--- src/core/sdpr_params.svh ---
// offsets, field positions, reset values and record codes of the dual-port ram block
// assumes: included by its bare name from files that also import sdpr_pkg
`ifndef SDPR_PARAMS_SVH
`define SDPR_PARAMS_SVH

// ****************************************
// register byte offsets
// ****************************************
`define SDPR_OFF_CTRL 32'h0000_0000
`define SDPR_OFF_STATUS 32'h0000_0004
`define SDPR_OFF_COLL 32'h0000_0008
`define SDPR_OFF_LOAD 32'h0000_000c

// ****************************************
// fields and reset values
// ****************************************
`define SDPR_CTRL_EN_BIT 0
`define SDPR_CTRL_LOAD_BIT 1
`define SDPR_CTRL_EN_RST 1'b1
`define SDPR_CTRL_LOAD_RST 1'b0
`define SDPR_ST_BUSY_BIT 0
`define SDPR_ST_DONE_BIT 1
`define SDPR_ST_ERR_BIT 2
`define SDPR_COLL_W 16

// ****************************************
// image record types
// ****************************************
`define SDPR_REC_DATA 8'h00
`define SDPR_REC_EOF 8'h01
`define SDPR_REC_ELA 8'h04

`endif

--- src/core/sdpr_pkg.sv ---
// types shared by the dual-port ram block files
// assumes: compiled before every other design file
package sdpr_pkg;

  typedef enum logic [1:0] {SDPR_FMT_INFERRED, SDPR_FMT_SIGNED_INT, SDPR_FMT_UNSIGNED_INT,
                            SDPR_FMT_SIGNED_FRAC} sdpr_fmt_e;

  typedef enum logic {SDPR_INIT_BLANK, SDPR_INIT_ARRAY} sdpr_init_e;

  typedef enum logic [2:0] {SDPR_LD_LEN, SDPR_LD_AHI, SDPR_LD_ALO, SDPR_LD_TYPE, SDPR_LD_DATA,
                            SDPR_LD_CSUM, SDPR_LD_DONE} sdpr_ld_state_e;

  // one word write into the array; data sits in the low bits
  typedef struct packed {
    logic we;
    logic [31:0] addr;
    logic [31:0] data;
  } sdpr_wr_s;

endpackage

--- src/core/sdpr_mem.sv ---
// storage array with one write port and one registered read port
// assumes: single clock; en gates both the write and the read register
`timescale 1ns/10ps
module sdpr_mem
  import sdpr_pkg::*;
#(
  parameter int W = 16,
  parameter int DEPTH = 256,
  parameter int AW = 8,
  parameter bit USE_INIT = 1'b0,
  parameter int INIT_LEN = 1,
  parameter logic [DEPTH*W-1:0] INIT_IMAGE = '0
)
(
  input wire logic clk,
  input wire logic rst_n,
  input wire logic en,
  input wire sdpr_wr_s wr,
  input wire logic [AW-1:0] raddr,
  output logic [W-1:0] rdata
);

  logic [W-1:0] mem [DEPTH];

  // blank contents are zero; an array fills from address zero up
  initial
  begin
    for (int i = 0; i < DEPTH; i++)
      mem[i] = (USE_INIT && (i < INIT_LEN)) ? INIT_IMAGE[i*W +: W] : '0;
  end

  // writes past the depth are dropped rather than aliased
  always_ff @(posedge clk)
  begin
    if (en && wr.we && (wr.addr < DEPTH))
      mem[wr.addr[AW-1:0]] <= wr.data[W-1:0];
  end

  // non-blocking read of the old word gives read-before-write
  always_ff @(posedge clk or negedge rst_n)
  begin
    if (!rst_n)
      rdata <= '0;
    else if (en)
      rdata <= mem[raddr];
  end

endmodule // sdpr_mem

--- src/core/sdpr_loader.sv ---
// parser for binary image records that turns data bytes into word writes
// assumes: bytes arrive one per strobe, record layout len, addr hi, addr lo, type, data, checksum
`timescale 1ns/10ps
`include "sdpr_params.svh"
module sdpr_loader
  import sdpr_pkg::*;
#(
  parameter int W = 16
)
(
  input wire logic clk,
  input wire logic rst_n,
  input wire logic start,
  input wire logic byte_vld,
  input wire logic [7:0] byte_in,
  output sdpr_wr_s wr,
  output logic busy,
  output logic done,
  output logic err
);

  localparam int BPW = (W + 7) / 8;

  sdpr_ld_state_e st_q, st_d;
  logic [7:0] cnt_q, cnt_d, type_q, type_d, sum_q, sum_d;
  logic [15:0] off_q, off_d, upper_q, upper_d, widx_q, widx_d;
  logic [31:0] acc_q, acc_d, shifted;
  logic [2:0] nb_q, nb_d;
  logic done_q, done_d, err_q, err_d;
  sdpr_wr_s wr_q, wr_d;

  always_comb
  begin
    st_d = st_q;
    cnt_d = cnt_q;
    type_d = type_q;
    sum_d = sum_q;
    off_d = off_q;
    upper_d = upper_q;
    widx_d = widx_q;
    acc_d = acc_q;
    nb_d = nb_q;
    done_d = done_q;
    err_d = err_q;
    wr_d = '0;
    shifted = {acc_q[23:0], byte_in};
    if (start)
    begin
      st_d = SDPR_LD_LEN;
      upper_d = '0;
      done_d = 1'b0;
      err_d = 1'b0;
    end
    else if (byte_vld)
    begin
      sum_d = sum_q + byte_in;
      case (st_q)
        SDPR_LD_LEN:
        begin
          cnt_d = byte_in;
          sum_d = byte_in;
          widx_d = '0;
          nb_d = '0;
          acc_d = '0;
          st_d = SDPR_LD_AHI;
        end
        SDPR_LD_AHI:
        begin
          off_d[15:8] = byte_in;
          st_d = SDPR_LD_ALO;
        end
        SDPR_LD_ALO:
        begin
          off_d[7:0] = byte_in;
          st_d = SDPR_LD_TYPE;
        end
        SDPR_LD_TYPE:
        begin
          type_d = byte_in;
          st_d = (cnt_q == 8'h00) ? SDPR_LD_CSUM : SDPR_LD_DATA;
        end
        SDPR_LD_DATA:
        begin
          cnt_d = cnt_q - 8'h01;
          acc_d = shifted;
          nb_d = nb_q + 3'h1;
          // bytes above the word width are pad bits and are dropped
          if ((type_q == `SDPR_REC_DATA) && (nb_d == 3'(BPW)))
          begin
            wr_d.we = 1'b1;
            wr_d.addr = {upper_q, off_q} + 32'(widx_q);
            wr_d.data[W-1:0] = shifted[W-1:0];
            widx_d = widx_q + 16'h0001;
            nb_d = '0;
            acc_d = '0;
          end
          if (cnt_q == 8'h01)
            st_d = SDPR_LD_CSUM;
        end
        SDPR_LD_CSUM:
        begin
          // a trailing part word is an error; words already written stay written
          if ((sum_d != 8'h00) || ((type_q == `SDPR_REC_DATA) && (nb_q != 3'h0)))
            err_d = 1'b1;
          if (type_q == `SDPR_REC_ELA)
            upper_d = acc_q[15:0];
          if (type_q == `SDPR_REC_EOF)
          begin
            st_d = SDPR_LD_DONE;
            done_d = 1'b1;
          end
          else
            st_d = SDPR_LD_LEN;
        end
        default: st_d = st_q;
      endcase
    end
  end

  always_ff @(posedge clk or negedge rst_n)
  begin
    if (!rst_n)
    begin
      st_q <= SDPR_LD_LEN;
      cnt_q <= '0;
      type_q <= '0;
      sum_q <= '0;
      off_q <= '0;
      upper_q <= '0;
      widx_q <= '0;
      acc_q <= '0;
      nb_q <= '0;
      done_q <= 1'b0;
      err_q <= 1'b0;
      wr_q <= '0;
    end
    else
    begin
      st_q <= st_d;
      cnt_q <= cnt_d;
      type_q <= type_d;
      sum_q <= sum_d;
      off_q <= off_d;
      upper_q <= upper_d;
      widx_q <= widx_d;
      acc_q <= acc_d;
      nb_q <= nb_d;
      done_q <= done_d;
      err_q <= err_d;
      wr_q <= wr_d;
    end
  end

  assign wr = wr_q;
  assign busy = (st_q != SDPR_LD_LEN) && (st_q != SDPR_LD_DONE);
  assign done = done_q;
  assign err = err_q;

endmodule // sdpr_loader

--- src/core/sdpr_top.sv ---
// simple dual-port ram: registered inputs, staged read data, apb control and image loader
// assumes: one clock; user ports are synchronous to clk; tie ena high when unused
//
// What this block does
// - signed formats use the top bit of each word as sign
// - word width is left plus right bits; integer formats have no fraction bits
// - separate read and write ports, each with its own address, usable together
// - inputs always registered; read data output register chosen at build time
// - clock enable does not gate the output register
// - relaxed collision option drops the second read stage, data comes earlier
// - by default a read of the address being written returns the old word
// - without an image every location starts at zero
// - image data comes in whole bytes; word width should be byte multiple
// - narrow image values padded with ones may load as negative
// - loader accepts 32-bit addresses from extended linear address records
// - depth is a build parameter of at least one word
// - data format selectable: inferred, signed, unsigned or signed fractional
// - relaxed option: same-address read during write gives unpredictable data
//
// Decided for this implementation: register access over APB and the address map.
`timescale 1ns/10ps
`include "sdpr_params.svh"
module sdpr_top
  import sdpr_pkg::*;
#(
  parameter int L_BITS = 16,
  parameter int R_BITS = 0,
  parameter sdpr_fmt_e FMT = SDPR_FMT_INFERRED,
  parameter int DEPTH = 256,
  parameter bit OUT_REG = 1'b1,
  parameter bit RELAXED = 1'b0,
  parameter sdpr_init_e INIT_MODE = SDPR_INIT_BLANK,
  parameter int INIT_LEN = 1,
  // integer formats carry no fraction bits
  parameter int W = L_BITS + (((FMT == SDPR_FMT_SIGNED_INT) || (FMT == SDPR_FMT_UNSIGNED_INT)) ? 0 : R_BITS),
  parameter int AW = (DEPTH > 1) ? $clog2(DEPTH) : 1,
  parameter logic [DEPTH*W-1:0] INIT_IMAGE = '0
)
(
  input wire logic clk,
  input wire logic rst_n,
  input wire logic psel,
  input wire logic penable,
  input wire logic pwrite,
  input wire logic [31:0] paddr,
  input wire logic [31:0] pwdata,
  output logic [31:0] prdata,
  output logic pready,
  output logic pslverr,
  input wire logic [W-1:0] wr_data,
  input wire logic [AW-1:0] wr_addr,
  input wire logic wren,
  input wire logic ena,
  input wire logic [AW-1:0] rd_addr,
  output logic [W-1:0] q,
  output logic q_sign
);

  localparam bit SIGNED_FMT = (FMT == SDPR_FMT_SIGNED_INT) || (FMT == SDPR_FMT_SIGNED_FRAC);

  function automatic logic hit(input logic [31:0] a, input logic [31:0] off);
    return a == off;
  endfunction

  // ****************************************
  // input registers
  // ****************************************
  logic ctrl_en_q, ctrl_en_d, load_q, load_d;
  logic ena_eff;
  logic [AW-1:0] waddr_q, waddr_d, raddr_q, raddr_d;
  logic [W-1:0] wdata_q, wdata_d;
  logic wren_q, wren_d;

  assign ena_eff = ena && ctrl_en_q;

  // addresses are taken as plain unsigned indices
  always_comb
  begin
    waddr_d = waddr_q;
    raddr_d = raddr_q;
    wdata_d = wdata_q;
    wren_d = wren_q;
    if (ena_eff)
    begin
      waddr_d = wr_addr;
      raddr_d = rd_addr;
      wdata_d = wr_data;
      wren_d = wren;
    end
  end

  always_ff @(posedge clk or negedge rst_n)
  begin
    if (!rst_n)
    begin
      waddr_q <= '0;
      raddr_q <= '0;
      wdata_q <= '0;
      wren_q <= 1'b0;
    end
    else
    begin
      waddr_q <= waddr_d;
      raddr_q <= raddr_d;
      wdata_q <= wdata_d;
      wren_q <= wren_d;
    end
  end

  // ****************************************
  // loader and storage array
  // ****************************************
  sdpr_wr_s ld_wr, mem_wr;
  logic ld_start, ld_byte, ld_busy, ld_done, ld_err;
  logic [W-1:0] mem_rdata;
  logic coll;

  sdpr_loader #(.W(W)) u_loader (
    .clk(clk),
    .rst_n(rst_n),
    .start(ld_start),
    .byte_vld(ld_byte),
    .byte_in(pwdata[7:0]),
    .wr(ld_wr),
    .busy(ld_busy),
    .done(ld_done),
    .err(ld_err)
  );

  // user writes are held off while an image loads so the two never race
  always_comb
  begin
    mem_wr = '0;
    if (ld_wr.we)
      mem_wr = ld_wr;
    else if (wren_q && !load_q && ena_eff)
    begin
      mem_wr.we = 1'b1;
      mem_wr.addr = 32'(waddr_q);
      mem_wr.data[W-1:0] = wdata_q;
    end
  end

  sdpr_mem #(
    .W(W),
    .DEPTH(DEPTH),
    .AW(AW),
    .USE_INIT(INIT_MODE == SDPR_INIT_ARRAY),
    .INIT_LEN(INIT_LEN),
    .INIT_IMAGE(INIT_IMAGE)
  ) u_mem (
    .clk(clk),
    .rst_n(rst_n),
    .en(ena_eff || ld_wr.we),
    .wr(mem_wr),
    .raddr(raddr_q),
    .rdata(mem_rdata)
  );

  assign coll = ena_eff && wren_q && !load_q && (waddr_q == raddr_q);

  // ****************************************
  // read data stages
  // ****************************************
  logic [W-1:0] s2_q, s2_d, out_q, out_d, stage_out;

  // the second stage is what keeps same-address reads deterministic
  always_comb
  begin
    s2_d = s2_q;
    if (!RELAXED && ena_eff)
      s2_d = mem_rdata;
    stage_out = RELAXED ? mem_rdata : s2_q;
    out_d = stage_out;
  end

  always_ff @(posedge clk or negedge rst_n)
  begin
    if (!rst_n)
    begin
      s2_q <= '0;
      out_q <= '0;
    end
    else
    begin
      s2_q <= s2_d;
      out_q <= out_d;
    end
  end

  assign q = OUT_REG ? out_q : stage_out;
  assign q_sign = SIGNED_FMT ? q[W-1] : 1'b0;

  // ****************************************
  // apb slave
  // ****************************************
  logic setup, access;
  logic [31:0] prdata_q, prdata_d;
  logic pslverr_q, pslverr_d;
  logic [`SDPR_COLL_W-1:0] coll_q, coll_d;

  assign setup = psel && !penable;
  assign access = psel && penable;
  assign pready = 1'b1;
  assign ld_byte = access && pwrite && load_q && hit(paddr, `SDPR_OFF_LOAD);
  assign ld_start = load_d && !load_q;

  always_comb
  begin
    prdata_d = prdata_q;
    pslverr_d = pslverr_q;
    ctrl_en_d = ctrl_en_q;
    load_d = load_q;
    coll_d = coll_q;
    if (setup)
    begin
      prdata_d = '0;
      pslverr_d = 1'b0;
      if (hit(paddr, `SDPR_OFF_CTRL))
      begin
        prdata_d[`SDPR_CTRL_EN_BIT] = ctrl_en_q;
        prdata_d[`SDPR_CTRL_LOAD_BIT] = load_q;
      end
      else if (hit(paddr, `SDPR_OFF_STATUS))
      begin
        prdata_d[`SDPR_ST_BUSY_BIT] = ld_busy;
        prdata_d[`SDPR_ST_DONE_BIT] = ld_done;
        prdata_d[`SDPR_ST_ERR_BIT] = ld_err;
      end
      else if (hit(paddr, `SDPR_OFF_COLL))
        prdata_d[`SDPR_COLL_W-1:0] = coll_q;
      else if (!hit(paddr, `SDPR_OFF_LOAD))
        pslverr_d = 1'b1;
    end
    if (access && pwrite && hit(paddr, `SDPR_OFF_CTRL))
    begin
      ctrl_en_d = pwdata[`SDPR_CTRL_EN_BIT];
      load_d = pwdata[`SDPR_CTRL_LOAD_BIT];
    end
    // a collision in the clearing cycle still counts
    if (access && pwrite && hit(paddr, `SDPR_OFF_COLL))
      coll_d = '0;
    if (coll)
      coll_d = coll_d + `SDPR_COLL_W'(1);
  end

  always_ff @(posedge clk or negedge rst_n)
  begin
    if (!rst_n)
    begin
      prdata_q <= '0;
      pslverr_q <= 1'b0;
      ctrl_en_q <= `SDPR_CTRL_EN_RST;
      load_q <= `SDPR_CTRL_LOAD_RST;
      coll_q <= '0;
    end
    else
    begin
      prdata_q <= prdata_d;
      pslverr_q <= pslverr_d;
      ctrl_en_q <= ctrl_en_d;
      load_q <= load_d;
      coll_q <= coll_d;
    end
  end

  assign prdata = prdata_q;
  assign pslverr = pslverr_q;
endmodule // sdpr_top

--- config.mk ---
export PLATFORM = sky130hd
export DESIGN_NAME = sdpr_top
export DESIGN_NICKNAME = d
export VERILOG_FILES = /design/src/core/sdpr_pkg.sv /design/src/core/sdpr_mem.sv /design/src/core/sdpr_loader.sv /design/src/core/sdpr_top.sv
export VERILOG_INCLUDE_DIRS = /design/src /design/src/core
export SDC_FILE = /design/constraint.sdc
export NUM_CORES = 2
export LEC_CHECK = 0
export CAP_MARGIN = 15
export CORE_ASPECT_RATIO = 2
export CORE_MARGIN = 3
export CORE_UTILIZATION = 57
export DETAILED_ROUTE_END_ITERATION = 8
export DONT_BUFFER_PORTS = 1
export PLACE_DENSITY = 0.76
export SLEW_MARGIN = 20
export SYNTH_ARGS = -nofsm -noshare
export SYNTH_HDL_FRONTEND = slang
export SYNTH_SLANG_ARGS = --single-unit
--- constraint.sdc ---
create_clock -name clk -period 13.95 [get_ports clk]
set_input_delay 1.395 -clock clk [delete_from_list [all_inputs] [get_ports clk]]
set_output_delay 1.395 -clock clk [all_outputs]
set_load 0.005 [all_outputs]
# ---- After elaboration in Yosys (flattened, before gate mapping)
# Memory sizes are Yosys's and may differ from the RTL's. A register that Yosys moved wholly into a read port is not among the register bits.
# Index checks and enable logic that the tools add are counted.
dict set report totals {
  reg_bits 245
  latchBits 0
  ram_bits 4096
  rom_bits 0
  input_bits 103
  output_inout_bits 51
  word_cells 151
  mem_count 1
}
# memory depth width rd rd_ports_with_merged_regs wr line_no
set mem_list {}
lappend mem_list {u_mem.mem 256 16 1 1 1 sdpr_mem.sv:23} ;# logic [W-1:0] mem [DEPTH];
dict set report classes {
  addsub 6
  n_mul 0
  div_mod_pow 0
  order_cmp 1
  n_eq_ne 16
  shift 0
  mux 52
  n_bitwise 1
  n_reduce_logical 48
}
# op count
set ops {}
lappend ops {{$mux 16} 15}
lappend ops {{$mux 33} 6}
lappend ops {{$eq 32x4->1 const B} 2}
lappend ops {{$pmux 16 s2} 2}
lappend ops {{$add 16x1->16 const B} 2}
lappend ops {{$add 32x16->32} 1}
lappend ops {{$eq 32x3->1 const B} 1}
lappend ops {{$logic_not 32->1} 1}
lappend ops {{$lt 32x9->1 const B} 1}
lappend ops {{$reduce_and 3->1} 8}
lappend ops {{$logic_and 1x1->1} 19}
lappend ops {{$mux 3} 6}
lappend ops {{$pmux 3 s6} 1}
lappend ops {{$eq 8x1->1 const B} 2}
lappend ops {{$logic_not 8->1} 2}
lappend ops {{$mux 1} 16}
lappend ops {{$pmux 8 s2} 1}
lappend ops {{$mux 14} 1}
lappend ops {{$mux 13} 1}
lappend ops {{$reduce_bool 2->1} 6}
lappend ops {{$eq 3x2->1 const B} 3}
lappend ops {{$add 8x8->8} 1}
lappend ops {{$eq 8x3->1 const B} 1}
lappend ops {{$eq 8x8->1} 1}
lappend ops {{other kinds (19)} 24}

# ---- Logic depth before layout (Yosys ltp)
dict set report logic_depth {
  ltp_word 9
  depth_mapped 13
  ltp_nobuf 11
}

# ---- Modules after synthesis
# Synthesis repeated with hierarchy kept, for this count alone.
dict set report hier_totals {
  cells_unflattened 8643
  hier_area_um2 171149.1
}
# mod instances cells_each area_each_um2 seq_area_each_um2
set by_module_without_submodules {}
lappend by_module_without_submodules {sdpr_mem 1 7471 159055.0 123398.3}
lappend by_module_without_submodules {sdpr_loader 1 726 7287.0 3628.5}
lappend by_module_without_submodules {sdpr_top 1 446 4807.1 2503.7}

# ---- Worst setup path before layout
# OpenSTA, ideal clock, no wires.
dict set report synth_path {
  path_kind {input-to-reg}
  start {input ena}
  end {memory u_mem.mem[0][10] (data pin)}
  setup_ps 2187
  arrival_ps 12605
  required_time_ps 11763
  setup_slack_ps -842
  path_stages 6
  n_path_buf 2
  path_cell_list {nand2_1 -> nor3b_1 -> clkbuf_1 -> buf_1 -> nand2_1 -> o21ai_0}
}
# item line_no
set synth_lines {}
lappend synth_lines {{start: declaration} sdpr_top.sv:53} ;# input wire logic ena,
lappend synth_lines {{end: declaration} sdpr_mem.sv:23}

==> results.py <==
metrics = {
    "global_route": {
        "grt-ovfl-total": 0,
        "grt_pass1_wl_mm": 615,
        "grt_max_degree": 262,
        "grt_pass1_vias": 86300,
        "grt_usage": 0.284,
        "antenna_found_initial": 35,
    },
    "critical_path": {
        "reg2reg_depth": 9,
        "r2r-start": "raddr_q[0]$_DFFE_PN0P_",
        "cp_slowest_cell": "dfrtp_4",
        "reg2reg_slack_ns": 7.96,
        "r2r-end": "u_mem.rdata[3]$_DFFE_PN0P_",
        "path_class": "flip-flop to flip-flop",
        "cp.arrival_ns": 6.73,
        "required_ns": 14.69,
        "cp_max_fo": 46,
        "path_common_cell": "buf_4",
        "start_kind": "flip-flop",
        "cp_cell_sequence": "buf_4 -> buf_4 -> buf_4 -> mux4_2 -> mux2_2 -> o221ai_1 -> a221oi_1 -> a2111oi_0 -> a21oi_1",
        "endpoint_kind": "flip-flop",
        "cpPeakStageDelay_ns": 1.02,
    },
    "clocking": {
        "cts.sinks": 4357,
        "clock_tree.buffer_depth": 4,
        "cts_setup_buffers": 0,
        "cts_tree": "built",
        "ctsHoldBuffers": 0,
        "cts_resized": 0,
        "clk_pin_slew_ns": 0.07,
        "clock-root-buffer": "clkbuf_16",
        "clock_latency_ns": 0.90,
        "cts-htree-levels": 5,
        "numCtsBuffers": 338,
    },
    "pwr": {
        "p_switching_mw": 4.49,
        "power.leakage_nw": 47.7,
        "combPwrFrac": 0,
        "seqPwrFrac": 0.586,
        "irDropWorstVdd_mv": 0.131,
        "cellPowerDensity_nw_per_um2": 129,
        "internal_power_mw": 19.5,
        "switching_share": 0.187,
        "pwr-share-clk": 0.413,
        "power_mw": 24.0,
    },
    "timing": {
        "fin_ws_ns": 7.96,
        "rsz0062_at_grt": "false",
        "max_freq_mhz": 167,
        "finalHoldViolations": 0,
        "period_needed_ns": 5.99,
        "setup_viol_count_final": 0,
        "tns_ns": 0,
        "fin_crit_sh": 0.430,
        "slew_violations": 0,
        "hold-worst-slack_ns": 0.189,
        "final.setup_skew_ns": 0.0338,
        "slew_headroom": 0.0791,
        "max_slew.worst_pin.slew_ns": 1.38,
    },
    "floorplanning": {
        "coreArea_um2": 294000,
        "rows": 281,
        "io_pins": 154,
        "die-area_um2": 303000,
        "die_h_um": 775,
        "start_util": 0.574,
        "dieWidth_um": 391,
    },
    "synth": {
        "ys_warn_count": 0,
        "yosysUniqueCellTypes": 76,
        "ys_seq_elements": 4357,
        "synthArstFlopShare": 0.0599,
        "syn-cell-area_um2": 169000,
        "yosys_most_used_dff": "edfxtp_1",
        "synth.avg_cell_area_um2": 21.0,
        "synth_edf_count": 4096,
        "synth_cells": 8042,
        "synth-seq-area-share": 0.768,
    },
    "flow_run": {
        "maxCapViolations": 0,
    },
    "route": {
        "drc_errors": 0,
        "ant_nets": 0,
        "wl_per_cell_um": 34.4,
        "vias_per_cell": 6.77,
        "drt-initial-drc-count": 10600,
        "firstDrtPassIters": 6,
        "via_count": 84300,
        "wl_mm": 428,
    },
    "placed_design": {
        "place_congestion": 0.891,
        "dpl.cell_count": 11800,
        "dpl_cell_area_um2": 175000,
        "dp_slack_ns": 7.82,
        "dp_hpwl_mm": 256,
        "io_buffers": 0,
    },
    "status": {
        "outcome": "finished, final reports clean",
    },
    "finish": {
        "areaGrowthSynthToFinish_pct": 10.6,
        "drive_above_1_share": 0.254,
        "final_cells": 12500,
        "final_core_util": 0.635,
        "stdcell_area_um2": 187000,
        "nFillCells": 18400,
        "nNetsFinal": 8450,
    },
    "worst_hold_path": {
        "hold_class": "primary input to asynchronous set/reset pin",
    },
}
-- worst max-delay path by stage --
stage | start | to | slack (ns) | depth (start not counted)
after global routing | raddr_q[0]$_DFFE_PN0P_ | u_mem.rdata[3]$_DFFE_PN0P_ | 7.47 | 9
after detailed placement | raddr_q[0]$_DFFE_PN0P_ | u_mem.rdata[3]$_DFFE_PN0P_ | 7.82 | 9
final | raddr_q[0]$_DFFE_PN0P_ | u_mem.rdata[3]$_DFFE_PN0P_ | 7.96 | 9
after global placement | raddr_q[0]$_DFFE_PN0P_ | u_mem.rdata[3]$_DFFE_PN0P_ | 7.81 | 9
after floorplan | ena | u_mem.mem[0][0]$_DFFE_PP_ | -0.55 | 5
after CTS | raddr_q[0]$_DFFE_PN0P_ | u_mem.rdata[3]$_DFFE_PN0P_ | 7.75 | 9
-- cells by family (layout without fill, tap and decap cells) --
group           after synthesis  count (layout)  share of synthesized area
buf+inv                     509            1043                     0.0128
simple gates                915             915                     0.0240
other cells                   2              63                  0.0000445
mux                        1414            1414                      0.161
fa+ha+maj                    32              32                    0.00246
compound gates              747             747                     0.0281
xor+xnor                     66              66                    0.00343
flops                      4357            4357                      0.768
-- per-layer routing --
| metal | vias up | share of wire | GRT usage | routed length (µm) |
|---|---|---|---|---|
| met5 | - | 0.00037 | 0 | 160 |
| met4 | 24 | 0.084 | 0.195 | 35900 |
| met3 | 1139 | 0.088 | 0.0461 | 37700 |
| met2 | 5346 | 0.51 | 0.472 | 217000 |
| met1 | 44100 | 0.32 | 0.341 | 137000 |
| li1 | 33700 | - | - | - |
-- power by group through the flow --
stage / clock network, mW / logic (mW) / registers, mW
floorplan: 0 / 0.0125 / 14.4
global placement: 0 / 0.00965 / 14.4
detailed placement: 0 / 0.0101 / 14.4
CTS: 10.0 / 0.0101 / 14.1
global route: 10.5 / 0.0116 / 14.1
finish: 9.91 / 0.0102 / 14.1
-- cell usage in the layout (no fill, tap or decap), drive strengths merged, types with 23 or more instances in the layout --
cell type	instances
a21oi	200
a221oi	30
a22o	30
and2	29
buf	399
bufinv	43
clkbuf	419
clkinv	112
clkinvlp	26
dfrtp	260
diode	45
edfxtp	4096
ha	30
inv	44
mux2	148
mux2i	242
mux4	1024
nand2	214
nand3	73
nor2	441
o21ai	236
o221ai	63
o22a	23
o22ai	64
or3	30
xnor2	43
xor2	23
-- area by class of cell --
class | count | area, µm² | area share
Inverter | 27 | 115 | 0.000617
Clock buffer | 419 | 9010 | 0.0483
Antenna cell | 45 | 113 | 0.000604
Sequential cell | 4357 | 130000 | 0.695
Multi-Input combinational cell | 3192 | 37400 | 0.200
Timing Repair Buffer | 399 | 3350 | 0.0180
Tap cell | 3820 | 4780 | 0.0256
Clock inverter | 198 | 2210 | 0.0119
-- state kept, by name, indices dropped and copies added, names as in the netlist, 3 cells and up --
signal / count
raddr_q: 8
waddr_q: 8
u_loader.nb_q: 3
u_loader.type_q: 8
u_loader.acc_q: 16
q: 16
u_loader.cnt_q: 8
u_mem.mem: 4096
prdata: 16
u_loader.off_q: 16
u_loader.widx_q: 16
wdata_q: 16
u_mem.rdata: 16
u_loader.sum_q: 8
u_loader.st_q: 3
out_d: 16
u_loader.wr: 49
coll_q: 16
u_loader.upper_q: 16
-- synth_stat cells, types with 14 or more instances --
master	count	share of area
edfxtp_1	4096	0.73
mux4_2	1024	0.14
nor2_1	438	0.0097
clkbuf_1	274	0.0061
dfrtp_1	260	0.039
mux2i_1	242	0.014
o21ai_0	234	0.0069
nand2_1	214	0.0048
a21oi_1	200	0.0059
mux2_2	148	0.0099
buf_2	118	0.0035
nand3_1	73	0.0022
buf_1	67	0.0015
o22ai_1	64	0.0024
o221ai_1	63	0.0033
xnor2_1	43	0.0022
a221oi_1	30	0.0016
a22o_1	30	0.0016
ha_1	30	0.0022
or3_1	30	0.0011
and2_1	29	0.0011
inv_1	23	0.00051
o22a_1	23	0.0012
xor2_1	23	0.0012
nand4_1	22	0.00082
nor3_1	22	0.00065
buf_4	21	0.00093
nor4_1	19	0.00070
o221a_2	15	0.0010
o211ai_1	14	0.00062
-- critical path, delay by kind of cell, from the launching register on --
kind	cells	cell delay, ns
buf+inv	3	2.44
compound gates	4	1.29
flops	1	1.02
mux	2	0.90
Power figures use the tool's default switching activity.
